**src/hdl/mpucrs_pkg.sv**
```systemverilog
package mpucrs_pkg;
  localparam int unsigned mpucrs_num_regions = 8;
  localparam int unsigned mpucrs_idx_w = 3;

  // register byte offsets on the apb window
  localparam logic [7:0] mpucrs_off_ctrl = 8'h04;
  localparam logic [7:0] mpucrs_off_rsel = 8'h08;
  localparam logic [7:0] mpucrs_off_base = 8'h0C;
  localparam logic [7:0] mpucrs_off_attr = 8'h10;

  // control fields
  localparam int unsigned mpucrs_ctrl_enable_bit = 0;
  localparam int unsigned mpucrs_ctrl_hfnmi_bit = 1;
  localparam int unsigned mpucrs_ctrl_bgmap_bit = 2;
  localparam logic [2:0] mpucrs_ctrl_reset = 3'h0;

  // region select and base fields
  localparam int unsigned mpucrs_rsel_w = 8;
  localparam logic [7:0] mpucrs_rsel_reset = 8'h00;
  localparam int unsigned mpucrs_base_valid_bit = 4;
  localparam int unsigned mpucrs_base_lsb = 5;
  localparam logic [26:0] mpucrs_base_reset = 27'h000_0000;

  // attribute/size fields
  localparam int unsigned mpucrs_attr_enable_bit = 0;
  localparam int unsigned mpucrs_attr_size_lsb = 1;
  localparam int unsigned mpucrs_attr_xn_bit = 28;
  localparam logic [4:0] mpucrs_size_min = 5'h04;
  localparam logic [4:0] mpucrs_size_full = 5'h1F;
  localparam logic [31:0] mpucrs_attr_reset = 32'h0000_0000;
  localparam logic [31:0] mpucrs_attr_mask = 32'h1000_003F;

  // system areas permitted while protection is on, except fetches from the system control space
  localparam logic [31:0] mpucrs_scs_base = 32'hE000_E000;
  localparam logic [31:0] mpucrs_scs_last = 32'hE000_EFFF;
  localparam logic [31:0] mpucrs_vtab_base = 32'h0000_0000;
  localparam logic [31:0] mpucrs_vtab_last = 32'h0000_03FF;

  typedef struct packed {
    logic [31:0] addr;
    logic priv;
    logic fetch;
    logic high_prio;
  } mpucrs_access_s;

  typedef struct packed {
    logic fault;
    logic allow;
    logic execute_never;
    logic strongly_ordered;
    logic background;
    logic [3:0] region;
  } mpucrs_result_s;

  typedef struct packed {
    logic [26:0] base;
    logic [4:0] size;
    logic enable;
    logic xn;
  } mpucrs_region_s;
endpackage : mpucrs_pkg

```
**src/hdl/mpucrs_region_match.sv**
```systemverilog
`timescale 1ns/1ps
module mpucrs_region_match
  import mpucrs_pkg::*;
(
  // region setting
  input mpucrs_pkg::mpucrs_region_s region,
  // address under test
  input wire logic [31:0] addr,
  // result
  output logic hit
);
  logic [31:0] mask;
  logic [31:0] base_addr;

  always_comb
  begin
    base_addr = {region.base, 5'h00};
    // size+1 bits of offset inside region; small sizes clamp to 32 bytes
    if (region.size == mpucrs_size_full)
      mask = 32'h0000_0000; // full map from address zero
    else if (region.size < mpucrs_size_min)
      mask = 32'hFFFF_FFE0;
    else
      mask = 32'hFFFF_FFFF << (region.size + 5'h01);
    hit = region.enable && ((addr & mask) == (base_addr & mask));
  end
endmodule : mpucrs_region_match

```
**src/hdl/mpucrs_access_check.sv**
```systemverilog
`timescale 1ns/1ps
module mpucrs_access_check
  import mpucrs_pkg::*;
(
  // control
  input wire logic prot_en,
  input wire logic hfnmi_en,
  input wire logic bgmap_en,
  // region hits and attributes
  input wire logic [7:0] hits,
  input wire logic [7:0] xn_bits,
  // access
  input mpucrs_pkg::mpucrs_access_s acc,
  // result
  output mpucrs_pkg::mpucrs_result_s res
);
  function automatic logic in_range(input logic [31:0] a, input logic [31:0] lo, input logic [31:0] hi);
    in_range = (a >= lo) && (a <= hi);
  endfunction : in_range

  logic active;
  logic scs;
  logic vtab;
  logic any_hit;
  logic [3:0] top;

  always_comb
  begin
    scs = in_range(acc.addr, mpucrs_scs_base, mpucrs_scs_last);
    vtab = in_range(acc.addr, mpucrs_vtab_base, mpucrs_vtab_last);
    // bypass in priority -1/-2 handlers unless enabled there
    active = prot_en && !(acc.high_prio && !hfnmi_en);
    any_hit = |hits;
    top = 4'h0;
    // last match wins so the highest number takes precedence
    for (int i = 0; i < 8; i++)
    begin
      if (hits[i])
        top = 4'(i);
    end
    res = '0;
    res.strongly_ordered = scs;
    if (!active)
    begin
      res.allow = !(scs && acc.fetch);
      res.background = 1'b1;
      res.region = 4'hF;
    end
    else if (scs || vtab)
    begin
      res.allow = !(scs && acc.fetch);
      res.region = 4'hF;
    end
    else if (any_hit)
    begin
      res.region = top;
      res.execute_never = xn_bits[top[2:0]];
      res.allow = !(acc.fetch && xn_bits[top[2:0]]);
    end
    else if (bgmap_en && acc.priv)
    begin
      res.allow = 1'b1; // background region -1
      res.background = 1'b1;
      res.region = 4'hF;
    end
    else
    begin
      res.allow = 1'b0;
      res.region = 4'hF;
    end
    if (scs)
      res.execute_never = 1'b1;
    // fault in the same cycle; allow is low so the core drops it
    res.fault = !res.allow;
  end
endmodule : mpucrs_access_check

```
**src/hdl/mpucrs_top.sv**
```systemverilog
// The implementer's own choices: the register addresses and register access over APB.
`timescale 1ns/1ps
// How it works
// - control bit 0 enables protection; off means default map for all accesses.
// - on with background bit 0, accesses outside enabled regions and system areas fault.
// - on with background bit 1, privileged misses use default map as region -1.
// - on with background map, unprivileged misses fault.
// - background bit ignored while protection is off.
// - control bit 1 clear bypasses protection in priority -1/-2 handlers.
// - system control space is always execute-never and strongly ordered.
// - with protection on, vector table always allowed, system space allowed except for fetches.
// - protection off gives no privilege restriction.
// - region select bits 2:0 choose region 0 to 7.
// - base write with bit 4 clear updates selected region only.
// - base write with bit 4 set loads select from bits 3:0 first.
// - base valid bit reads zero.
// - base low region field reads current select.
// - base address lives in bits 31:N, lower bits reserved.
// - a 4GB region covers the full map from zero.
// - region size is two to the size field plus one, minimum 32 bytes.
// - overlapping regions resolve to highest number.
module mpucrs_top
  import mpucrs_pkg::*;
(
  // clock and reset
  input wire logic pclk,
  input wire logic presetn,
  input wire logic clk_en,
  // apb slave
  input wire logic psel,
  input wire logic penable,
  input wire logic pwrite,
  input wire logic [7:0] paddr,
  input wire logic [31:0] pwdata,
  output logic [31:0] prdata,
  output logic pready,
  output logic pslverr,
  // core access check
  input wire logic acc_valid,
  input mpucrs_pkg::mpucrs_access_s acc,
  output logic acc_grant,
  output logic acc_fault,
  output mpucrs_pkg::mpucrs_result_s acc_res
);
  import mpucrs_pkg::*;

  logic [2:0] ctrl_reg;
  logic [2:0] ctrl_next;
  logic [7:0] rsel_reg;
  logic [7:0] rsel_next;
  logic [26:0] base_reg [mpucrs_num_regions];
  logic [26:0] base_next [mpucrs_num_regions];
  logic [31:0] attr_reg [mpucrs_num_regions];
  logic [31:0] attr_next [mpucrs_num_regions];
  logic [31:0] prdata_reg;
  logic [31:0] prdata_next;
  logic pslverr_reg;
  logic pslverr_next;
  logic ack_reg;
  logic ack_next;
  logic acc_phase;

  logic wr_en;
  logic rd_en;
  logic [2:0] wr_idx;
  logic [7:0] hits;
  logic [7:0] xn_bits;
  mpucrs_result_s res;

  function automatic logic addr_known(input logic [7:0] a);
    addr_known = (a == mpucrs_off_ctrl) || (a == mpucrs_off_rsel) ||
      (a == mpucrs_off_base) || (a == mpucrs_off_attr);
  endfunction : addr_known

  // one wait state: read data and error come from flops yet stand with pready
  assign acc_phase = psel && penable && clk_en;
  assign pready = ack_reg;
  assign wr_en = acc_phase && pwrite && ack_reg;
  assign rd_en = acc_phase && !pwrite && !ack_reg;
  assign prdata = prdata_reg;
  assign pslverr = pslverr_reg;

  always_comb
  begin
    ctrl_next = ctrl_reg;
    rsel_next = rsel_reg;
    base_next = base_reg;
    attr_next = attr_reg;
    prdata_next = prdata_reg;
    pslverr_next = 1'b0;
    ack_next = acc_phase && !ack_reg;
    wr_idx = rsel_reg[2:0];
    if (psel && penable && !ack_reg && !addr_known(paddr))
      pslverr_next = 1'b1;
    if (wr_en)
    begin
      unique case (paddr)
        mpucrs_off_ctrl:
          ctrl_next = pwdata[2:0];
        mpucrs_off_rsel:
          rsel_next = pwdata[7:0];
        mpucrs_off_base:
        begin
          if (pwdata[mpucrs_base_valid_bit])
          begin
            // select and base update in one write
            rsel_next = {4'h0, pwdata[3:0]};
            wr_idx = pwdata[2:0];
          end
          // bit 4 clear keeps select and ignores region field
          base_next[wr_idx] = pwdata[31:mpucrs_base_lsb];
        end
        mpucrs_off_attr:
          attr_next[wr_idx] = pwdata & mpucrs_attr_mask;
        default:
        begin
        end
      endcase
    end
    if (rd_en)
    begin
      unique case (paddr)
        mpucrs_off_ctrl:
          prdata_next = {29'h0, ctrl_reg};
        mpucrs_off_rsel:
          prdata_next = {24'h0, rsel_reg};
        mpucrs_off_base:
          // valid bit reads zero, region field mirrors select
          prdata_next = {base_reg[rsel_reg[2:0]], 1'b0, rsel_reg[3:0]};
        mpucrs_off_attr:
          prdata_next = attr_reg[rsel_reg[2:0]];
        default:
          prdata_next = 32'h0000_0000;
      endcase
    end
  end

  always_ff @(posedge pclk or negedge presetn)
  begin
    if (!presetn)
    begin
      ctrl_reg <= mpucrs_ctrl_reset;
      rsel_reg <= mpucrs_rsel_reset;
      prdata_reg <= 32'h0000_0000;
      pslverr_reg <= 1'b0;
      ack_reg <= 1'b0;
      for (int i = 0; i < mpucrs_num_regions; i++)
      begin
        base_reg[i] <= mpucrs_base_reset;
        attr_reg[i] <= mpucrs_attr_reset;
      end
    end
    else if (clk_en)
    begin
      ctrl_reg <= ctrl_next;
      rsel_reg <= rsel_next;
      prdata_reg <= prdata_next;
      pslverr_reg <= pslverr_next;
      ack_reg <= ack_next;
      base_reg <= base_next;
      attr_reg <= attr_next;
    end
  end

  genvar g;
  generate
    for (g = 0; g < mpucrs_num_regions; g++)
    begin : g_region
      mpucrs_region_s rs;
      assign rs.base = base_reg[g];
      assign rs.size = attr_reg[g][5:1];
      assign rs.enable = attr_reg[g][mpucrs_attr_enable_bit];
      assign rs.xn = attr_reg[g][mpucrs_attr_xn_bit];
      assign xn_bits[g] = rs.xn;
      mpucrs_region_match u_match (
        .region(rs),
        .addr(acc.addr),
        .hit(hits[g])
      );
    end
  endgenerate

  // handler enable with protection off is left as found; software keeps it clear
  mpucrs_access_check u_check (
    .prot_en(ctrl_reg[mpucrs_ctrl_enable_bit]),
    .hfnmi_en(ctrl_reg[mpucrs_ctrl_hfnmi_bit]),
    .bgmap_en(ctrl_reg[mpucrs_ctrl_bgmap_bit]),
    .hits(hits),
    .xn_bits(xn_bits),
    .acc(acc),
    .res(res)
  );

  // checked combinationally so the core sees the verdict in the same cycle
  assign acc_grant = acc_valid && res.allow;
  assign acc_fault = acc_valid && res.fault;
  assign acc_res = res;
endmodule : mpucrs_top

```
**config.mk**
```make
export PLATFORM = sky130hd
export DESIGN_NAME = mpucrs_top
export DESIGN_NICKNAME = d
export VERILOG_FILES = /design/src/hdl/mpucrs_pkg.sv /design/src/hdl/mpucrs_region_match.sv /design/src/hdl/mpucrs_access_check.sv /design/src/hdl/mpucrs_top.sv
export SDC_FILE = /design/constraint.sdc
export NUM_CORES = 1
export LEC_CHECK = 0
export BUFFER_PORTS_ARGS = -buffer_cell sky130_fd_sc_hd__buf_2
export CORE_ASPECT_RATIO = 0.75
export CORE_MARGIN = 4
export CORE_UTILIZATION = 30
export DETAILED_ROUTE_END_ITERATION = 8
export SLEW_MARGIN = 20
export SYNTH_ARGS = -nofsm -noshare
export SYNTH_HDL_FRONTEND = slang
export SYNTH_SLANG_ARGS = --single-unit
```
**constraint.sdc**
```tcl
create_clock -name pclk -period 12.3 [get_ports pclk]
set_clock_uncertainty 0.2 [all_clocks]
set_input_delay 1.23 -clock pclk [delete_from_list [all_inputs] [get_ports pclk]]
set_output_delay 1.23 -clock pclk [all_outputs]
set_load 0.005 [all_outputs]
```
After elaboration in Yosys (flattened, before gate mapping)
Cells that the tools add are included.
{"block": "word_totals", "regBits": 517, "latchBits": 0, "mem_bits_rw": 0, "mem_bits_ro": 0, "output_inout_bits": 45, "word_cells": 197, "mem_count": 0}
{"block": "op_classes", "add_sub_neg": 8, "n_mul": 0, "div_mod_pow": 0, "n_lt_le_gt_ge": 17, "eq_ne": 21, "shift": 8, "n_mux": 57, "bitwise": 18, "reduce_logical": 47}
{"operator": "32-bit two-way mux", "count": 19}
{"operator": "32-bit AND", "count": 16}
{"operator": "256-bit bitwise mux", "count": 1}
{"operator": "32-bit equality test", "count": 8}
{"operator": "32-bit by 5-bit << shifter with 32-bit output, first input constant", "count": 8}
{"operator": "216-bit bitwise mux", "count": 1}
{"operator": "32-bit case mux with 4 select lines", "count": 1}
{"operator": "32-bit binary-select mux with 3-bit select", "count": 1}
{"operator": "32-bit demux with 3-bit select", "count": 1}
{"operator": "27-bit binary-select mux with 3-bit select", "count": 1}
{"operator": "27-bit demux with 3-bit select", "count": 1}
{"operator": "27-bit two-way mux", "count": 3}
{"operator": "5-bit by 1-bit adder with 5-bit output, second input constant", "count": 8}
{"operator": "5-bit equality test, second input constant", "count": 8}
{"operator": "5-bit by 3-bit < comparator with 1-bit output, second input constant", "count": 8}
{"operator": "32-bit by 1-bit greater-or-equal comparator with 1-bit output, second input constant", "count": 1}
{"operator": "32-bit greater-or-equal comparator, second input constant", "count": 1}
{"operator": "32-bit by 10-bit <= comparator with 1-bit output, second input constant", "count": 1}
{"operator": "32-bit <= comparator, second input constant", "count": 1}
{"operator": "1-bit logical AND", "count": 28}
{"operator": "3-bit two-way mux", "count": 7}
{"operator": "8-bit by 4-bit equality test with 1-bit output, second input constant", "count": 2}
{"operator": "8-bit case mux with 2 select lines", "count": 1}
{"operator": "1-bit two-way mux", "count": 13}
{"operator": "19 further kinds", "count": 36}

Longest topological paths before layout
Gate-level depths: netlist (run 1).
{"block": "depth", "depth_word": 23, "mapped_depth": 16}

Modules after synthesis
A second synthesis (run 1) with hierarchy kept.
{"block": "unflattened", "cells_unflattened": 1851, "hier_area_um2": 21976.1}
{"mod": "mpucrs_top", "instances": 1, "cells_each": 914, "area_each_um2": 15170.8}
{"mod": "mpucrs_region_match at g_region[0].u_match ...", "instances": 7, "cells_each": 111, "area_each_um2": 809.5}
{"mod": "mpucrs_region_match at g_region[7].u_match", "instances": 1, "cells_each": 107, "area_each_um2": 795.8}
{"mod": "mpucrs_access_check", "instances": 1, "cells_each": 53, "area_each_um2": 342.8}

Least setup slack after synthesis (run 1)
Ideal clock, no wire load.
{"block": "synth_path", "kind": "input to output", "start": "input acc[23] (netlist bit)", "end": "output acc_grant", "t_arrival_ps": 3773, "setup_slack_ps": 7097, "path_stages": 12, "path_cell_list": "buf_2 > xor2_1 > o41ai_2 > o211ai_1 > nor4_2 > nand2_1 > o31a_1 > a211o_1 > a21oi_2 > mux2i_1 > o211ai_2 > a211oi_1"}
{"block": "synth_via", "elab_chain_len": 18}
{"element": "start: declaration", "line": "mpucrs_top.sv:40", "rtl": "input mpucrs_pkg::mpucrs_access_s acc,"}
{"element": "32-bit AND", "line": "mpucrs_region_match.sv:25", "rtl": "hit = region.enable && ((addr & mask) == (base_addr & mask));"}
{"element": "32-bit equality test", "line": "mpucrs_region_match.sv:25"}
{"element": "1-bit logical AND", "line": "mpucrs_region_match.sv:25"}
{"element": "1-bit two-way mux", "line": "mpucrs_access_check.sv:38", "rtl": "if (hits[i])"}
{"element": "2-bit two-way mux (2 in a row)", "line": "mpucrs_access_check.sv:38"}
{"element": "3-bit two-way mux (4 in a row)", "line": "mpucrs_access_check.sv:38"}
{"element": "1-bit binary-select mux with 3-bit select", "line": "mpucrs_access_check.sv:58", "rtl": "res.allow = !(acc.fetch && xn_bits[top[2:0]]);"}
{"element": "1-bit two-way mux (implied by the code)", "line": "mpucrs_access_check.sv:58"}
{"element": "1-bit logical AND", "line": "mpucrs_access_check.sv:58"}
{"element": "1-bit zero test", "line": "mpucrs_access_check.sv:58"}
{"element": "1-bit two-way mux", "line": "mpucrs_access_check.sv:54", "rtl": "else if (any_hit)"}
{"element": "1-bit two-way mux", "line": "mpucrs_access_check.sv:49", "rtl": "else if (scs || vtab)"}
{"element": "1-bit two-way mux (*)", "line": "mpucrs_access_check.sv:43", "rtl": "if (!active)"}
{"element": "1-bit logical AND (*)", "line": "mpucrs_top.sv:195", "rtl": "assign acc_grant = acc_valid && res.allow;"}
{"element": "end: declaration", "line": "mpucrs_top.sv:41", "rtl": "output logic acc_grant,"}
Mark *: on every way between the ends. The rest lies on a longest branch, timed or not. The select of a mux whose other input is x is not followed.

Worst setup path after layout (run 1)
{"block": "layout_path", "start": "register attr_reg[194] (netlist bit)", "end": "output acc_fault"}
{"block": "layout_via", "elab_chain_len": 23}
{"element": "start: declaration", "line": "mpucrs_top.sv:53", "rtl": "logic [31:0] attr_reg [mpucrs_num_regions];"}
{"element": "start signal: indexed assignment", "line": "mpucrs_top.sv:150", "rtl": "attr_reg[i] <= mpucrs_attr_reset;"}
{"element": "start signal: assignment", "line": "mpucrs_top.sv:161", "rtl": "attr_reg <= attr_next;"}
{"element": "5-bit by 1-bit adder with 5-bit output", "line": "mpucrs_region_match.sv:24", "rtl": "mask = 32'hFFFF_FFFF << (region.size + 5'h01);"}
{"element": "32-bit by 5-bit << shifter with 32-bit output", "line": "mpucrs_region_match.sv:24"}
{"element": "32-bit two-way mux", "line": "mpucrs_region_match.sv:21", "rtl": "else if (region.size < mpucrs_size_min)"}
{"element": "32-bit two-way mux (*)", "line": "mpucrs_region_match.sv:19", "rtl": "if (region.size == mpucrs_size_full)"}
{"element": "32-bit AND", "line": "mpucrs_region_match.sv:25"}
{"element": "32-bit equality test (*)", "line": "mpucrs_region_match.sv:25"}
{"element": "1-bit logical AND (*)", "line": "mpucrs_region_match.sv:25"}
{"element": "1-bit two-way mux", "line": "mpucrs_access_check.sv:38"}
{"element": "(+7 left out)"}
{"element": "1-bit two-way mux (implied by the code)", "line": "mpucrs_access_check.sv:58"}
{"element": "1-bit logical AND", "line": "mpucrs_access_check.sv:58"}
{"element": "1-bit zero test", "line": "mpucrs_access_check.sv:58"}
{"element": "1-bit two-way mux (*)", "line": "mpucrs_access_check.sv:54"}
{"element": "1-bit two-way mux (*)", "line": "mpucrs_access_check.sv:49"}
{"element": "1-bit two-way mux (*)", "line": "mpucrs_access_check.sv:43"}
{"element": "1-bit zero test (*)", "line": "mpucrs_access_check.sv:74", "rtl": "res.fault = !res.allow;"}
{"element": "1-bit logical AND (*)", "line": "mpucrs_top.sv:196", "rtl": "assign acc_fault = acc_valid && res.fault;"}
{"element": "end: declaration", "line": "mpucrs_top.sv:42", "rtl": "output logic acc_fault,"}
Marks and branches as above.

==> results of run 1 <==
[per-layer routing]
layer	GRT usage (%)	share of wire [%]	wire length, microns	vias up
met3	6.63	11	9810	130
met5	0	0.046	41	-
met2	35.9	41	37000	1010
met4	5.34	2.1	1910	6
met1	38.6	46	41200	8791
li1	-	-	-	7075
[path summary, 6_finish.rpt]
check	slack (ns)	end
setup / recovery	5.36	acc_fault
hold / removal	0.27	prdata[13]
setup reg to reg	8.66	prdata[7]
hold reg to reg	0.27	prdata[13]
max in group asynchronous	9.04	prdata[7]
min in group asynchronous	0.50	base_reg[34]
[Yosys cell counts, types with 21 or more instances]
master and count:
a22oi_1 112, ha_1 44, clkbuf_1 61, nor3_1 22
nor2_1 66, inv_1 61, buf_2 32, nand3_1 30
dfrtp_1 317, a21oi_1 67, mux2_2 265, xor2_1 128
nand2_1 103, o21ai_0 82, xnor2_1 97, a221oi_1 29
a22o_1 21
[kinds of logic after synthesis]
kind of cell | after synthesis | share of synthesized area [%]
mux | 275 | 15.8
fa+ha+maj | 47 | 2.97
simple gates | 329 | 8.21
xor+xnor | 228 | 10.3
compound gates | 499 | 18.5
flops | 317 | 40.6
buf+inv | 166 | 3.60
[metrics by stage]
| step | cells | utilization [%] | area [sq um] |
|---|---|---|---|
| finish | 2833 | 34.7 | 22300 |
| global route | 2832 | 34.7 | 22300 |
| CTS | 2832 | 34.7 | 22300 |
| detailed placement | 2765 | 32.9 | 21100 |
| global placement | 2765 | 32.9 | 21100 |
| floorplan | 1861 | - | 19500 |
[power by group through the flow]
stage               Combinational (uW)  Clock (uW)  Sequential (uW)
finish                             188        1100             1050
global route                       199        1160             1050
CTS                                185        1120             1050
detailed placement                 184           0             1070
global placement                   184           0             1070
floorplan                         78.6           0             1070
[worst max-delay path, cell delays in order (launching register included)]
cell	delay (ns)
dfrtp_1	0.68
ha_1	0.30
inv_1	0.05
ha_1	0.42
nor2b_1	0.34
nand2_1	0.12
a2111oi_1	0.92
o211ai_1	0.19
a22oi_1	0.27
a32o_1	0.39
a211o_1	0.29
nand2_1	0.13
mux2i_1	0.14
o311a_1	0.33
a211oi_2	0.22
buf_2	0.14
[cell type report]
cell class / count / share of cell area, %
Multi-Input combinational cell: 1378 / 49.5
Sequential cell: 317 / 35.6
Tap cell: 861 / 4.84
Clock buffer: 53 / 4.75
Timing Repair Buffer: 148 / 3.62
Inverter: 61 / 1.03
Clock inverter: 14 / 0.602
Antenna cell: 1 / 0.0112
==> out/metrics.yaml, run 1 <==
outcome:
  status: "complete, no violations"
power:
  switching_share_pct: 26.6
  finalPower_uw: 2340
  p_int_uw: 1720
  pwr-share-comb_pct: 8.0
  pwr-share-seq_pct: 44.9
  power.leakage_uw: 0.0100
  peakVddDrop_mv: 0.0655
  p_switching_uw: 624
  p_per_area_nw_per_um2: 105
  p_clk_share_pct: 47.1
critical_path:
  startpoint: "attr_reg[194]"
  critPathArrivalTime_ns: 5.51
  r2r_cells: 7
  crit_type: "register to output port"
  r2r_start: "rsel_reg[0]"
  path_max_fanout: 12
  critPathRequiredTime_ns: 10.87
  cp-end-kind: "output port"
  cp-start-kind: "register"
synthesis:
  ys_seq_area_share_pct: 40.6
  syn_inst: 1861
  synth-main-ff-cell: "dfrtp_1"
  synth.area.top_cells: "dfrtp_1 (41%), mux2_2 (15%), xor2_1 (5.7%), xnor2_1 (4.3%), a22oi_1 (4.3%)"
  synth_largest_area_cell: "dfrtp_1"
  syn_nets: 1987
  synth-edff-count: 0
  synth_cell_type_count: 89
  synth_top_cell_area_share_pct: 40.6
  syn_area_per_cell_sq_um: 10.5
  synth_warnings: 0
  syn_area_sq_um: 19500
  synth-seq-cells: 317
  synthArstFlopShare_pct: 100
placement:
  dpl.hpwl_mm: 67.4
  portBuffers: 126
  place_ws_ns: 5.88
  gp_congestion: 1.06
clock_tree:
  cts_tree: "done"
  clk_pin_slew_worst_paths_ns: 0.06
  clockRootBuffer: "clkbuf_16"
  clock_sinks: 317
  hold_buffers: 0
  cts_max_level: 2
  post_cts_buffers: 0
  cts_buffer_depth: 3
  cts_buffers: 37
  post_cts_resized: 0
  insertion_delay_ns: 0.58
min_path:
  hp-start: "prdata[13]"
  whs_path_depth: 1
  hp-class: "register to register"
layout:
  final_nets: 2069
  largest_register_ffs: 216
  final_common_cell: "dfrtp_1"
  mostFrequentLayoutCells: "dfrtp_1 (317), mux2_2 (265), xor2_1 (128)"
  areaGrowthSynthToFinish_pct: 13.8
  multi_input_area_sq_um: 11000
  fillers: 6439
  drive_above_1_share_pct: 26.0
  regArea_sq_um: 7930
route:
  vias: 17000
  route.detailed.drc: 0
  first_pass_iters: 6
  wl_per_cell_microns: 31.8
  drt.antenna.violating_nets: 0
  drt_wl_total_mm: 90.0
  drtIter0Drc: 2066
  avgViaCountPerCell: 6.00
global_routing:
  grt_pass1_wl_mm: 128
  overflow: 0
  grt.total_usage_pct: 25.4
  grt_max_degree: 104
  grt_pass1_vias: 16500
  antenna_found_initial: 6
run:
  drv_cap: 0
timing:
  rsz0062_at_grt: "false"
  timing.setup.tns_ns: 0
  maxSlewHeadroom_pct: 31.0
  hold_slack_ns: 0.271
  max_freq_ghz: 0.144
  period_share_pct: 56.4
  setup_ws_ns: 5.36
  final-hold-violation-count: 0
  period_needed_ns: 6.94
  setup_viol: 0
  worst_pin_slew_ns: 1.03
  finalMaxSlewViolations: 0
floorplan:
  core_sq_um: 64100
  die-area_sq_um: 69400
  top_level_ports: 127
  die_y_microns: 229
  initial_utilization_pct: 30.5
  rows: 80
  die_w_microns: 303
Power figures use the tool's default switching activity.
==> run 2: changes to the inputs <==
==> constraint.sdc (replaced) <==
create_clock -name pclk -period 6.2 [get_ports pclk]
set_clock_uncertainty 0.2 [all_clocks]
set_input_delay 0.62 -clock pclk [delete_from_list [all_inputs] [get_ports pclk]]
set_output_delay 0.62 -clock pclk [all_outputs]
set_load 0.005 [all_outputs]
==> out/metrics.yaml, run 2 (synthesis gave the netlist of run 1 again) <==
outcome:
  status: "complete, no violations"
min_path:
  whs_path_depth: 2  # +1
  hp-class: "input port to register"
power:
  power.leakage_uw: 0.0100  # -0.16%
  finalPower_uw: 4600  # +96%
  p_per_area_nw_per_um2: 207  # +97%
  peakVddDrop_mv: 0.156  # +140%
layout:
  largest_register_ffs: 216  # unchanged
  finalNonFillerCells: 2823  # -0.35%
  final_nets: 2068  # -0.048%
  fillers: 6510  # +1.1%
  mostFrequentLayoutCells: "dfrtp_1 (317), mux2_2 (265), xor2_1 (128)"
  post-route-util_pct: 34.7  # -0.035 points
  drive_above_1_share_pct: 25.9  # -0.12 points
  areaGrowthSynthToFinish_pct: 13.7
  final_common_cell: "dfrtp_1"
clock_tree:
  cts_buffers: 34  # -8.1%
  insertion_delay_ns: 0.58  # about the same
  cts_max_level: 2  # unchanged
  clk_pin_slew_worst_paths_ns: 0.06  # about the same
  clockRootBuffer: "clkbuf_16"
  clock_sinks: 317  # unchanged
  post_cts_buffers: 0  # unchanged
  cts_buffer_depth: 3  # unchanged
  cts_tree: "done"
route:
  vias: 17000  # +0.018%
  route.detailed.drc: 0  # unchanged
  wl_per_cell_microns: 31.5  # -0.96%
  drtIter0Drc: 2389  # +16%
  avgViaCountPerCell: 6.03  # +0.37%
  drt_wl_total_mm: 88.8  # -1.3%
  first_pass_iters: 6  # unchanged
  drt.antenna.violating_nets: 0  # unchanged
floorplan:
  die_y_microns: 229  # unchanged
  top_level_ports: 127  # unchanged
  die_w_microns: 303  # unchanged
  initial_utilization_pct: 30.5  # unchanged
  die-area_sq_um: 69400  # unchanged
  rows: 80  # unchanged
  core_sq_um: 64100  # unchanged
critical_path:
  critPathRequiredTime_ns: 5.38  # -5.49 ns
  path_max_fanout: 12  # unchanged
  crit_type: "register to output port"
  r2r_cells: 5  # -2
  cp-end-kind: "output port"
  critPathArrivalTime_ns: 5.08  # -0.43 ns
  cp-start-kind: "register"
timing:
  max_freq_ghz: 0.170
  worst_pin_slew_ns: 1.12  # +0.0907 ns
  finalMaxSlewViolations: 0  # unchanged
  period_needed_ns: 5.90
  maxSlewHeadroom_pct: 25.1  # -5.9 points
  period_share_pct: 95.1
  timing.setup.tns_ns: 0  # unchanged
  setup_viol: 0  # unchanged
  final-hold-violation-count: 0  # unchanged
  rsz0062_at_grt: "false"
placement:
  dpl.hpwl_mm: 67.8  # +0.68%
  dp_cells: 2766  # +0.036%
  portBuffers: 126  # unchanged
  gp_congestion: 1.09  # +3.6%
global_routing:
  overflow: 0  # unchanged
  grt_pass1_wl_mm: 126  # -1.7%
  grt.total_usage_pct: 25.0  # -0.37 points
  grt_max_degree: 145  # +39%
  antenna_found_initial: 4  # -2
  grt_pass1_vias: 16200  # -2.1%
run:
  drv_cap: 0  # unchanged
## run 2: repair_timing
| item | 4_1_cts | 5_1_grt |
|---|---|---|
| setup endpoints to repair | 0 | 5 |
| endpoints found under the hold margin | 43 | 0 |
| gates resized for setup | 0 | 3 |
| hold buffers | 1 | 0 |
## run 2: layer usage
metal / part of all wire (%) / vias up / global-route usage [%] / wire (microns)
li1: - / 7083 / - / -
met1: 47 / 8916 / 38.7 / 41500
met2: 41 / 903 / 34.8 / 36200
met3: 10 / 111 / 5.77 / 8930
met4: 2.4 / 2 / 5.97 / 2140
met5: 0.015 / - / 0 / 13
## run 2: final cells by class
cell class	count	area, sq um	share of cell area [%]
Clock buffer	41	928	4.18
Multi-Input combinational cell	1378	11000	49.5
Inverter	61	229	1.03
Clock inverter	14	198	0.889
Timing Repair Buffer	150	848	3.82
Sequential cell	317	7930	35.7
Antenna cell	1	2.50	0.0113
Tap cell	861	1080	4.85
## run 2: critical path: stages (launching register included)
cell and delay, ns:
dfrtp_1 0.55, ha_1 0.25, inv_1 0.05, ha_1 0.46
nor2b_1 0.28, a2111oi_1 0.60, a21oi_1 0.17, nor4_2 0.19
nand2_1 0.16, o31a_1 0.32, a211o_1 0.39, a21oi_2 0.25
mux2i_1 0.31, o211ai_2 0.14, a211oi_1 0.24, buf_2 0.15
## run 2: worst paths after layout
check	slack (ns)	endpoint	start
worst max-delay path	0.30	acc_grant	attr_reg[162]
worst min-delay path	0.07	pready	clk_en
worst max register to register	2.74	base_reg[170]	rsel_reg[0]
worst min register to register	0.27	prdata[9]	prdata[9]
max in group asynchronous	4.22	base_reg[161]	presetn
min in group asynchronous	0.38	base_reg[13]	presetn
## run 2: power breakdown
part	leakage, uW	switching (uW)	total (uW)	internal (uW)
Clock	0.000551	892	2130	1230
Sequential	0.00442	6.11	2080	2080
Combinational	0.00505	294	391	97.1
Total	0.0100	1190	4600	3410
## run 2: per-stage QoR
stage               setup slack (ns)  hold WS [ns]  instance area [sq um]
floorplan                       1.93         0.124                  19500
global placement               0.542         0.258                  21100
detailed placement             0.655         0.263                  21100
CTS                           0.0446        0.0480                  22200
global route                  0.0780        0.0665                  22200
finish                         0.301        0.0746                  22200
